### src/shared/aid_pkg.sv
// package: opcodes, selector codes, state counts and carried types for the alu decoder
package aid_pkg;
    // register selector codes
    localparam logic [2:0] SEL_B = 3'h0;
    localparam logic [2:0] SEL_C = 3'h1;
    localparam logic [2:0] SEL_D = 3'h2;
    localparam logic [2:0] SEL_E = 3'h3;
    localparam logic [2:0] SEL_H = 3'h4;
    localparam logic [2:0] SEL_L = 3'h5;
    localparam logic [2:0] SEL_MEM = 3'h6;
    localparam logic [2:0] SEL_A = 3'h7;
    // opcode patterns
    localparam logic [4:0] OPC_CMP_HI = 5'h17;
    localparam logic [4:0] OPC_XRA_HI = 5'h15;
    localparam logic [7:0] OPC_XRI = 8'hEE;
    localparam logic [7:0] OPC_RAL = 8'h17;
    localparam logic [7:0] OPC_RAR = 8'h1F;
    localparam logic [7:0] OPC_DAD_SP = 8'h39;
    // clock states per instruction
    localparam logic [3:0] ST_REG = 4'h4;
    localparam logic [3:0] ST_MEM = 4'h7;
    localparam logic [3:0] ST_IMM = 4'h7;
    localparam logic [3:0] ST_ROT = 4'h4;
    localparam logic [3:0] ST_PAIR = 4'hA;
    localparam logic [3:0] ST_NONE = 4'h4;
    // flag bit positions
    localparam int FLAG_CY = 0;
    localparam int FLAG_P = 2;
    localparam int FLAG_AC = 4;
    localparam int FLAG_Z = 6;
    localparam int FLAG_S = 7;
    localparam logic [7:0] FLAGS_RST = 8'h02;

    typedef enum logic [4:0] {
        AID_FETCH = 5'b00001,
        AID_OPER = 5'b00010,
        AID_WAIT = 5'b00100,
        AID_EXEC = 5'b01000,
        AID_DONE = 5'b10000
    } aid_state_t;

    typedef enum logic [2:0] {
        AID_OP_NONE = 3'h0,
        AID_OP_CMP = 3'h1,
        AID_OP_XOR = 3'h2,
        AID_OP_RAL = 3'h3,
        AID_OP_RAR = 3'h4,
        AID_OP_DAD = 3'h5
    } aid_op_t;

    typedef enum logic [1:0] {
        AID_SRC_REG = 2'h0,
        AID_SRC_MEM = 2'h1,
        AID_SRC_IMM = 2'h2,
        AID_SRC_NONE = 2'h3
    } aid_src_t;

    typedef struct packed {
        aid_op_t op;
        aid_src_t src;
        logic [2:0] sel;
        logic [3:0] states;
    } aid_dec_t;

    typedef struct packed {
        logic [7:0] acc;
        logic [7:0] flags;
        logic [15:0] hl;
    } aid_arch_t;
endpackage

### src/rtl/aid_core.sv
`timescale 1ns/100ps
// alu instruction decoder subset: fetch, operand, timed execute, write back
module aid_core (
    // clock and reset
    input wire logic core_clk,
    input wire logic rst,
    // program memory
    output logic mem_req,
    output logic [15:0] mem_addr,
    input wire logic mem_ack,
    input wire logic [7:0] mem_data,
    // register file view
    input wire logic [7:0] reg_b,
    input wire logic [7:0] reg_c,
    input wire logic [7:0] reg_d,
    input wire logic [7:0] reg_e,
    input wire logic [15:0] sp,
    input wire logic [15:0] pc,
    // results
    output aid_pkg::aid_arch_t arch,
    output logic done,
    output logic [3:0] done_states,
    output logic [7:0] done_opcode
);
    aid_pkg::aid_state_t state, next_state;
    aid_pkg::aid_dec_t dec, cur, next_cur;
    aid_pkg::aid_arch_t next_arch;
    logic [7:0] opcode, next_opcode, operand, next_operand;
    logic [3:0] tcount, next_tcount;
    logic next_done, next_mem_req;
    logic [15:0] next_mem_addr;
    logic [7:0] src_val, diff, xres;
    logic [8:0] sub9;
    logic [16:0] sum17;
    logic [3:0] used;

    aid_opdec aid_opdec_inst (
        .opcode(mem_data),
        .dec(dec)
    );

    always_comb begin
        case (cur.sel)
            aid_pkg::SEL_B: src_val = reg_b;
            aid_pkg::SEL_C: src_val = reg_c;
            aid_pkg::SEL_D: src_val = reg_d;
            aid_pkg::SEL_E: src_val = reg_e;
            aid_pkg::SEL_H: src_val = arch.hl[15:8];
            aid_pkg::SEL_L: src_val = arch.hl[7:0];
            aid_pkg::SEL_MEM: src_val = operand;
            default: src_val = arch.acc;
        endcase
        if (cur.src == aid_pkg::AID_SRC_IMM) begin
            src_val = operand;
        end
    end

    always_comb begin
        sub9 = {1'b0, arch.acc} - {1'b0, src_val};
        diff = sub9[7:0];
        xres = arch.acc ^ src_val;
        sum17 = {1'b0, arch.hl} + {1'b0, sp};
    end

    always_comb begin
        next_state = state;
        next_cur = cur;
        next_arch = arch;
        next_opcode = opcode;
        next_operand = operand;
        next_tcount = tcount;
        next_done = 1'b0;
        next_mem_req = 1'b0;
        next_mem_addr = mem_addr;
        used = 4'h0;
        case (state)
            aid_pkg::AID_FETCH: begin
                next_mem_req = 1'b1;
                next_mem_addr = pc;
                next_tcount = tcount + 4'h1;
                if (mem_req && mem_ack) begin
                    next_mem_req = 1'b0;
                    next_opcode = mem_data;
                    next_cur = dec;
                    next_tcount = 4'h1;
                    if (dec.src == aid_pkg::AID_SRC_MEM
                            || dec.src == aid_pkg::AID_SRC_IMM) begin
                        next_state = aid_pkg::AID_OPER;
                    end else begin
                        next_state = aid_pkg::AID_WAIT;
                    end
                end else begin
                    next_tcount = 4'h0;
                end
            end
            aid_pkg::AID_OPER: begin
                next_mem_req = 1'b1;
                next_mem_addr = (cur.src == aid_pkg::AID_SRC_MEM) ? arch.hl
                                                                 : pc + 16'h0001;
                next_tcount = tcount + 4'h1;
                if (mem_req && mem_ack) begin
                    next_mem_req = 1'b0;
                    next_operand = mem_data;
                    next_state = aid_pkg::AID_WAIT;
                end
            end
            aid_pkg::AID_WAIT: begin
                // stretch to the documented state count; the last state executes
                next_tcount = tcount + 4'h1;
                used = tcount + 4'h1;
                if (used >= cur.states - 4'h1) begin
                    next_state = aid_pkg::AID_EXEC;
                end
            end
            aid_pkg::AID_EXEC: begin
                next_state = aid_pkg::AID_DONE;
                case (cur.op)
                    aid_pkg::AID_OP_CMP: begin
                        next_arch.flags[aid_pkg::FLAG_CY] = sub9[8];
                        next_arch.flags[aid_pkg::FLAG_Z] = (diff == 8'h00);
                        next_arch.flags[aid_pkg::FLAG_S] = diff[7];
                        next_arch.flags[aid_pkg::FLAG_P] = ~^diff;
                        next_arch.flags[aid_pkg::FLAG_AC] = arch.acc[3:0] < src_val[3:0];
                    end
                    aid_pkg::AID_OP_XOR: begin
                        next_arch.acc = xres;
                        next_arch.flags[aid_pkg::FLAG_CY] = 1'b0;
                        next_arch.flags[aid_pkg::FLAG_AC] = 1'b0;
                        next_arch.flags[aid_pkg::FLAG_Z] = (xres == 8'h00);
                        next_arch.flags[aid_pkg::FLAG_S] = xres[7];
                        next_arch.flags[aid_pkg::FLAG_P] = ~^xres;
                    end
                    aid_pkg::AID_OP_RAL: begin
                        next_arch.acc = {arch.acc[6:0], arch.flags[aid_pkg::FLAG_CY]};
                        next_arch.flags[aid_pkg::FLAG_CY] = arch.acc[7];
                    end
                    aid_pkg::AID_OP_RAR: begin
                        next_arch.acc = {arch.flags[aid_pkg::FLAG_CY], arch.acc[7:1]};
                        next_arch.flags[aid_pkg::FLAG_CY] = arch.acc[0];
                    end
                    aid_pkg::AID_OP_DAD: begin
                        next_arch.hl = sum17[15:0];
                        next_arch.flags[aid_pkg::FLAG_CY] = sum17[16];
                    end
                    default: begin
                        next_arch = arch;
                    end
                endcase
            end
            aid_pkg::AID_DONE: begin
                // done marks the end of the final state
                next_done = 1'b1;
                next_state = aid_pkg::AID_FETCH;
                next_tcount = 4'h0;
            end
            default: begin
                next_state = aid_pkg::AID_FETCH;
            end
        endcase
    end

    always_ff @(posedge core_clk or posedge rst) begin
        if (rst) begin
            state <= aid_pkg::AID_FETCH;
            cur <= '0;
            arch <= '{acc: 8'h00, flags: aid_pkg::FLAGS_RST, hl: 16'h0000};
            opcode <= 8'h00;
            operand <= 8'h00;
            tcount <= 4'h0;
            done <= 1'b0;
            mem_req <= 1'b0;
            mem_addr <= 16'h0000;
            done_states <= 4'h0;
            done_opcode <= 8'h00;
        end else begin
            state <= next_state;
            cur <= next_cur;
            arch <= next_arch;
            opcode <= next_opcode;
            operand <= next_operand;
            tcount <= next_tcount;
            done <= next_done;
            mem_req <= next_mem_req;
            mem_addr <= next_mem_addr;
            done_states <= next_done ? cur.states : done_states;
            done_opcode <= next_done ? opcode : done_opcode;
        end
    end

    a_cmp_keeps_acc: assert property (@(posedge core_clk) disable iff (rst)
        (state == aid_pkg::AID_EXEC && cur.op == aid_pkg::AID_OP_CMP)
        |=> $stable(arch.acc))
        else $error("compare changed accumulator");
    a_cmp_reg_states: assert property (@(posedge core_clk) disable iff (rst)
        (done && done_opcode[7:3] == aid_pkg::OPC_CMP_HI
         && done_opcode[2:0] != aid_pkg::SEL_MEM) |-> done_states == aid_pkg::ST_REG)
        else $error("register compare not 4 states");
    a_cmp_mem_states: assert property (@(posedge core_clk) disable iff (rst)
        (done && done_opcode == {aid_pkg::OPC_CMP_HI, aid_pkg::SEL_MEM})
        |-> done_states == aid_pkg::ST_MEM)
        else $error("memory compare not 7 states");
    a_xri_result: assert property (@(posedge core_clk) disable iff (rst)
        (state == aid_pkg::AID_EXEC && cur.op == aid_pkg::AID_OP_XOR
         && cur.src == aid_pkg::AID_SRC_IMM)
        |=> arch.acc == ($past(arch.acc) ^ $past(operand)))
        else $error("xor immediate result wrong");
    a_xra_result: assert property (@(posedge core_clk) disable iff (rst)
        (state == aid_pkg::AID_EXEC && cur.op == aid_pkg::AID_OP_XOR)
        |=> arch.acc == ($past(arch.acc) ^ $past(src_val))
            && !arch.flags[aid_pkg::FLAG_CY])
        else $error("xor register result wrong");
    a_ral_loop: assert property (@(posedge core_clk) disable iff (rst)
        (state == aid_pkg::AID_EXEC && cur.op == aid_pkg::AID_OP_RAL)
        |=> {arch.flags[0], arch.acc}
            == {$past(arch.acc), $past(arch.flags[0])})
        else $error("left rotate through carry wrong");
    a_rar_loop: assert property (@(posedge core_clk) disable iff (rst)
        (state == aid_pkg::AID_EXEC && cur.op == aid_pkg::AID_OP_RAR)
        |=> {arch.acc, arch.flags[0]}
            == {$past(arch.flags[0]), $past(arch.acc)})
        else $error("right rotate through carry wrong");
    a_dad_states: assert property (@(posedge core_clk) disable iff (rst)
        (state == aid_pkg::AID_FETCH && mem_req && mem_ack
         && mem_data == aid_pkg::OPC_DAD_SP) |=> ##10 done)
        else $error("pair add not 10 states");
    a_mem_sel_hl: assert property (@(posedge core_clk) disable iff (rst)
        (state == aid_pkg::AID_OPER && cur.src == aid_pkg::AID_SRC_MEM
         && $past(state) == aid_pkg::AID_OPER) |-> mem_addr == arch.hl)
        else $error("memory operand not from hl");
endmodule

### src/rtl/aid_opdec.sv
`timescale 1ns/100ps
// opcode classifier: operation, operand source, selector and state count
module aid_opdec (
    // opcode in
    input wire logic [7:0] opcode,
    // decode out
    output aid_pkg::aid_dec_t dec
);
    always_comb begin
        dec.op = aid_pkg::AID_OP_NONE;
        dec.src = aid_pkg::AID_SRC_NONE;
        dec.sel = opcode[2:0];
        dec.states = aid_pkg::ST_NONE;
        if (opcode[7:3] == aid_pkg::OPC_CMP_HI) begin
            dec.op = aid_pkg::AID_OP_CMP;
            if (opcode[2:0] == aid_pkg::SEL_MEM) begin
                dec.src = aid_pkg::AID_SRC_MEM;
                dec.states = aid_pkg::ST_MEM;
            end else begin
                dec.src = aid_pkg::AID_SRC_REG;
                dec.states = aid_pkg::ST_REG;
            end
        end else if (opcode[7:3] == aid_pkg::OPC_XRA_HI) begin
            dec.op = aid_pkg::AID_OP_XOR;
            if (opcode[2:0] == aid_pkg::SEL_MEM) begin
                dec.src = aid_pkg::AID_SRC_MEM;
                dec.states = aid_pkg::ST_MEM;
            end else begin
                dec.src = aid_pkg::AID_SRC_REG;
                dec.states = aid_pkg::ST_REG;
            end
        end else if (opcode == aid_pkg::OPC_XRI) begin
            dec.op = aid_pkg::AID_OP_XOR;
            dec.src = aid_pkg::AID_SRC_IMM;
            dec.states = aid_pkg::ST_IMM;
        end else if (opcode == aid_pkg::OPC_RAL) begin
            dec.op = aid_pkg::AID_OP_RAL;
            dec.states = aid_pkg::ST_ROT;
        end else if (opcode == aid_pkg::OPC_RAR) begin
            dec.op = aid_pkg::AID_OP_RAR;
            dec.states = aid_pkg::ST_ROT;
        end else if (opcode == aid_pkg::OPC_DAD_SP) begin
            dec.op = aid_pkg::AID_OP_DAD;
            dec.states = aid_pkg::ST_PAIR;
        end
    end
endmodule

### config.mk
export PLATFORM = sky130hd
export DESIGN_NAME = aid_core
export DESIGN_NICKNAME = d
export VERILOG_FILES = /design/src/shared/aid_pkg.sv /design/src/rtl/aid_core.sv /design/src/rtl/aid_opdec.sv
export SDC_FILE = /design/constraint.sdc
export NUM_CORES = 1
export LEC_CHECK = 0
export ABC_AREA = 1
export BUFFER_PORTS_ARGS = -buffer_cell sky130_fd_sc_hd__buf_2
export CAP_MARGIN = 20
export CORE_MARGIN = 10
export CORE_UTILIZATION = 40
export DETAILED_ROUTE_END_ITERATION = 8
export PLACE_DENSITY = 0.72
export SLEW_MARGIN = 20
export SYNTH_ARGS = -nofsm -noshare
export SYNTH_HDL_FRONTEND = slang
export SYNTH_HIERARCHICAL = 1
export SYNTH_SLANG_ARGS = --single-unit
### constraint.sdc
create_clock -name core_clk -period 6.1 [get_ports core_clk]
set_clock_uncertainty 0.15 [all_clocks]
set_input_delay 0.915 -clock core_clk [delete_from_list [all_inputs] [get_ports core_clk]]
set_output_delay 0.915 -clock core_clk [all_outputs]
set_load 0.02 [all_outputs]
==> impl_metrics.csv, run 1 <==
group,metric,value,unit
critical_path,arrival,4080,ps
cells_and_area,nets,1243,
cells_and_area,fill_cells,1818,
yosys,avgSynthCellArea,6.91,µm²
critical_path,required,6250,ps
place,dpl.hpwl,17800,µm
floorplan,io_pins,137,
global_route,grt-ovfl-total,0,
routing,drtIter0Drc,458,
place,dpl_cell_area,7750,µm²
floorplan,die_w,152,µm
yosys,synth-seq-cells,96,
clock_tree,cts_tree,"done",
clock_tree,postCtsSetupBuffers,0,
yosys,ys_types,46,
global_route,grt_pass1_wl,35000,µm
yosys,ys_top_cells_by_area,"dfrtp_1 (34%), nand2_1 (15%), inv_1 (7.8%)",
routing,totalWireLength,22400,µm
routing,avgViaCountPerCell,5.18,
clock_tree,h-tree-depth,3,
routing,num_vias,7029,
clock_tree,insertion_delay,360,ps
sta,finalHoldViolCount,0,
clock_tree,hold_buffers,0,
critical_path,critPathKind,"flop to flop",
min_path,hold_class,"flop to flop",
critical_path,path_buf_inv,2,
yosys,syn_area,6930,µm²
critical_path,r2r.worst_path.cells,19,
power_and_ir_drop,cellLeakagePower,4.34,nW
yosys,synthCells,1003,
global_route,grt_pass1_vias,6718,
cells_and_area,num_antenna_cells,0,
sta,relSlewSlack,40.9,%
critical_path,worst-path-stages,19,
critical_path,cp_slowest_cell,"nor3_2",
place,io_buffers,133,
floorplan,start_util,40.5,%
yosys,synth_top_area_share,34.3,%
sta,setup_tns,0,ps
place,globalplace.congestion,0.980,
power_and_ir_drop,power_density,556,nW/µm²
cells_and_area,synthToLayoutAreaGrowth,16.3,%
clock_tree,cts.sink_count,96,
routing,post_drt_wl_per_cell,16.5,µm
yosys,synth_top_cell_by_area,"dfrtp_1",
clock_tree,clk_pin_slew,70,ps
power_and_ir_drop,vdd_drop_max,0.000359,V
global_route,grt_max_degree,53,
clock_tree,cts-root-buf,"clkbuf_16",
critical_path,path_max_fanout,11,
routing,drc_errors,0,
sta,tightest_slew,885,ps
critical_path,slowest_delay,570,ps
sta,period_minus_slack,3930,ps
place,dpl.cell_count,1340,
global_route,antenna_found_initial,0,
cells_and_area,drive_above_1_share,15.8,%
critical_path,start_kind,"flop",
yosys,ys_warn_count,6,
sta,rsz0062_at_grt,"no",
min_path,whs_path_depth,2,
floorplan,die-area,23000,µm²
floorplan,die_h,152,µm
cells_and_area,final_area,8050,µm²
sta,max_freq,254,MHz
clock_tree,clockBufferDepth,2,
sta,setup_viol,0,
run_status,status,"finished clean",
sta,slew_viol_final,0,
sta,period_share,64.5,%
critical_path,critPathTopFamily,"simple AND/OR/NAND/NOR gates",
routing,drt_first_pass_iters,8,
flow_run,cap_violations,0,
routing,ant_nets,0,
clock_tree,cts_buffers,9,
yosys,synth-main-ff-cell,"dfrtp_1",
global_route,track_usage,19.5,%
floorplan,core-area,17100,µm²
critical_path,end_kind,"flop",
yosys,synth-edff-count,0,
yosys,synthArstFlopShare,100,%
critical_path,path_cells,"inv_1 > nor3_2 > inv_1 > nand2_1 > nor2_1 > nand3_1 > a22oi_1 > fa_1 > nand3_1 > nand2_1 > a21oi_1 > o21ai_0 > xor2_1 > ha_1 > xor2_1 > xnor2_1 > o21ai_0 > nand2_1 > nand2_1",
floorplan,num_rows,48,
yosys,yosysSeqAreaShare,34.7,%
clock_tree,cts_resized,0,
cells_and_area,final_cell_mix,"nand2_1 (280), inv_1 (143), buf_2 (133)",
cells_and_area,final_common_cell,"nand2_1",
cells_and_area,layoutNonFillerInstCount,1356,
critical_path,critPathMostFrequentCell,"nand2_1",
sequential cells by signal (all words and copies together), names as in the netlist:
| name | count |
|---|---|
| arch | 29 |
| cur | 12 |
| done | 1 |
| done_opcode | 8 |
| done_states | 4 |
| mem_addr | 16 |
| mem_req | 1 |
| opcode | 8 |
| operand | 8 |
| state | 5 |
| tcount | 4 |
cells by family (layout without fill, tap and decap cells):
family | count (synthesis) | in the layout | share of synthesized area (%)
AND/OR/NAND/NOR | 477 | 477 | 29.3
AO/OA/AOI/OAI | 188 | 188 | 14.8
buffers and inverters | 174 | 301 | 10.3
flip-flops | 96 | 96 | 34.7
adder cells (fa/ha/maj) | 42 | 42 | 7.80
XOR/XNOR | 23 | 23 | 2.91
other | 2 | 3 | 0.108
multiplexers | 1 | 1 | 0.163
per-stage QoR:
stage	util, %	hold slack (ps)	power (mW)	setup WS, ps
floorplan	-	299	3.17	2530
global placement	45.3	304	3.83	2370
detailed placement	45.3	309	3.87	2240
CTS	47.1	328	4.48	2220
global route	47.1	352	4.92	1820
finish	47.1	324	4.48	2170
path summary, 6_finish.rpt:
| check | from | end | slack, ps |
|---|---|---|---|
| worst max-delay path | cur[4]$_DFFE_PP0P_ | arch[18]$_DFFE_PP0P_ | 2170 |
| worst min register to register | done_opcode[2]$_DFFE_PP0P_ | done_opcode[2]$_DFFE_PP0P_ | 320 |
| worst max register to register | cur[4]$_DFFE_PP0P_ | arch[18]$_DFFE_PP0P_ | 2170 |
| worst min-delay path | done_opcode[2]$_DFFE_PP0P_ | done_opcode[2]$_DFFE_PP0P_ | 320 |
| min in group asynchronous | rst | mem_addr[11]$_DFFE_PP0P_ | 460 |
| max in group asynchronous | rst | cur[9]$_DFFE_PP0P_ | 4200 |
Yosys cell counts (6+ instances only):
master / instances
nand2_1: 280
inv_1: 144
dfrtp_1: 95
nor2_1: 84
o21ai_0: 80
a21oi_1: 67
nand3_1: 64
ha_1: 40
o22ai_1: 18
xnor2_1: 17
nand4_1: 16
clkbuf_1: 8
buf_2: 7
buf_4: 7
nand2_2: 7
nor3_1: 7
o211ai_1: 6
xor2_1: 6
report_power, final:
part	switching [mW]	internal, mW	total (mW)
clock	0.271	0.324	0.595
combinational	1.73	1.13	2.86
sequential	0.166	0.855	1.02
cell type report:
class	instances	area, µm²	area share (%)
Multi-Input combinational cell	734	3820	47.4
Clock inverter	6	73.8	0.917
Sequential cell	96	2400	29.8
Timing Repair Buffer	136	688	8.54
Tap cell	225	282	3.50
Clock buffer	10	229	2.84
Inverter	149	562	6.98
routing by layer:
| layer | vias up | wire length (µm) | global-route usage, % |
|---|---|---|---|
| li1 | 3486 | - | - |
| met1 | 3264 | 9980 | 25.7 |
| met2 | 245 | 10100 | 31.1 |
| met3 | 34 | 1710 | 3.98 |
| met4 | 0 | 577 | 6.39 |
| met5 | - | 0 | 0 |
worst register-to-register path: cells and delay by family (launching register included):
kind	cells	cell delay, ps
buffers and inverters	2	420
xor gates and xnor gates	3	450
DFF	1	450
adders and majority gates	2	760
AOI/OAI and AO/OA	4	490
and+or+nand+nor	8	1150
No activity file was read; power rests on OpenSTA's default activity.
==> inputs of run 2 (changes only) <==
PLACE_DENSITY = 0.74   (was 0.72)
clock period = 3.28 ns   (was 6.1 ns; I/O delays follow)
==> run 2 against run 1 <==
Effect of this change:
- core utilization is 2.4 points higher
- clock power is 93% higher
- die area stayed put
- combinational power is 110% higher
- critical path type unchanged
==> impl_metrics.csv, run 2 (same netlist as run 1, synthesis figures left out) <==
group,metric,value,unit
critical_path,slowest_delay,390,ps
sta,slew_viol_final,0,
critical_path,cp_slowest_cell,"dfrtp_1",
flow_run,cap_violations,0,
power_and_ir_drop,cellLeakagePower,4.55,nW
sta,period_share,99.7,%
global_route,track_usage,19.7,%
critical_path,required,3380,ps
sta,tightest_slew,621,ps
sta,rsz0062_at_grt,"yes",
routing,post_drt_wl_per_cell,16.2,µm
min_path,hold_class,"primary input to asynchronous set/reset pin",
sta,setup_slack,8.47,ps
critical_path,critPathKind,"flop to flop",
clock_tree,h-tree-depth,3,
clock_tree,cts-root-buf,"clkbuf_16",
sta,finalHoldViolCount,0,
cells_and_area,nets,1283,
floorplan,die_w,152,µm
routing,totalWireLength,22600,µm
clock_tree,hold_buffers,0,
place,globalplace.congestion,0.967,
floorplan,num_rows,48,
routing,drt_first_pass_iters,5,
power_and_ir_drop,vdd_drop_max,0.000770,V
critical_path,r2r.worst_path.cells,19,
sta,setup_viol,0,
routing,drc_errors,0,
run_status,status,"finished clean",
clock_tree,cts_tree,"done",
clock_tree,cts.sink_count,96,
critical_path,critPathTopFamily,"simple AND/OR/NAND/NOR gates",
cells_and_area,layoutNonFillerInstCount,1396,
cells_and_area,num_antenna_cells,0,
place,io_buffers,133,
cells_and_area,largest_register_ffs,29,
critical_path,arrival,3370,ps
floorplan,die-area,23000,µm²
cells_and_area,final_cell_mix,"nand2_1 (279), inv_1 (140), buf_2 (133)",
cells_and_area,final_common_cell,"nand2_1",
cells_and_area,synthToLayoutAreaGrowth,22.1,%
sta,max_freq,306,MHz
critical_path,worst-path-stages,19,
power_and_ir_drop,power_density,1060,nW/µm²
critical_path,path_cells,"inv_2 > nand3_1 > buf_4 > o22ai_1 > inv_1 > nand4_1 > a21oi_2 > ha_1 > a21oi_1 > nand2_2 > nand4_1 > nand3_2 > and2_1 > ha_1 > xor2_1 > xnor2_1 > o21ai_1 > nand2_1 > nand2_1",
floorplan,core-area,17100,µm²
floorplan,io_pins,137,
routing,avgViaCountPerCell,5.19,
floorplan,die_h,152,µm
sta,relSlewSlack,58.6,%
global_route,antenna_found_initial,0,
clock_tree,cts_buffers,9,
clock_tree,clk_pin_slew,70,ps
global_route,grt_max_degree,50,
global_route,grt-ovfl-total,0,
clock_tree,clockBufferDepth,2,
place,dpl_cell_area,8060,µm²
critical_path,path_buf_inv,3,
routing,num_vias,7246,
routing,ant_nets,0,
place,dpl.hpwl,17900,µm
critical_path,start_kind,"flop",
cells_and_area,drive_above_1_share,19.9,%
global_route,grt_pass1_wl,35700,µm
place,dpl_worst_slack,-76.8,ps
place,dpl.cell_count,1379,
cells_and_area,reg_top3,"arch: 29 flops, mem_addr: 16 flops, cur: 12 flops",
cells_and_area,final_area,8460,µm²
floorplan,start_util,40.5,%
clock_tree,insertion_delay,360,ps
routing,drtIter0Drc,495,
sta,hold_ws,72.2,ps
sta,period_minus_slack,3270,ps
critical_path,path_max_fanout,6,
sta,setup_tns,0,ps
global_route,grt_pass1_vias,6908,
cells_and_area,top_register,"arch",
critical_path,end_kind,"flop",
-- run 2: changes by cell type in the layout (fill, tap and decap cells not counted), moves of 2 or more --
cell	previous run	this run
nand3_2	1	5
a21oi_2	0	3
o21ai_0	80	78
inv_1	143	140
nor3_4	2	4
buf_6	0	3
clkbuf_1	1	3
o21ai_1	1	3
inv_6	2	0
a21oi_1	67	64
inv_2	5	7
clkinvlp_4	2	0
nand3_1	64	60
buf_4	3	39
-- run 2: cell type report --
type | count | area [µm²]
clock buffers | 13 | 250
repair buffers | 176 | 1010
well taps | 225 | 282
inverters | 149 | 564
multi-input cells | 734 | 3880
fillers | 1761 | 8660
flip-flops and latches | 96 | 2400
clock inverters | 3 | 65.1
-- run 2: timing repair --
| action | in CTS | in global routing |
|---|---|---|
| gates resized for setup | 7 | 16 |
| endpoints found under the setup margin | 1 | 2 |
| setup buffers | 0 | 1 |
| pin swaps | 1 | 11 |
-- run 2: path summary, 6_finish.rpt --
kind,to,from,slack [ps]
min,tcount[2]$_DFFE_PP0P_,rst,70
min reg2reg,done_opcode[0]$_DFFE_PP0P_,done_opcode[0]$_DFFE_PP0P_,320
max reg2reg,arch[18]$_DFFE_PP0P_,cur[5]$_DFFE_PP0P_,8
max,arch[18]$_DFFE_PP0P_,cur[5]$_DFFE_PP0P_,8
min in group core_clk,mem_addr[1]$_DFFE_PP0P_,pc[1],270
max in group asynchronous,cur[6]$_DFFE_PP0P_,rst,2200
-- run 2: metal layers --
metal	routed length, µm	part of all wire (%)	global-route usage, %
met1	9850	44	25.6
met2	10500	46	31.9
met3	1530	6.8	3.45
met4	707	3.1	7.91
met5	0	0	0
-- run 2: metrics by stage --
step / power (mW) / util (%)
after floorplan: 5.91 / -
after global placement: 7.56 / 47.1
after detailed placement: 7.62 / 47.1
after CTS: 8.84 / 49.0
after global routing: 9.88 / 49.4
final: 9.00 / 49.4
-- run 2: report_power, final --
| group | total, mW | leakage (nW) | internal [mW] | switching (mW) |
|---|---|---|---|---|
| sequential | 1.88 | 1.11 | 1.59 | 0.284 |
| clock | 1.15 | 0.154 | 0.689 | 0.459 |
| combinational | 5.97 | 3.29 | 2.55 | 3.42 |
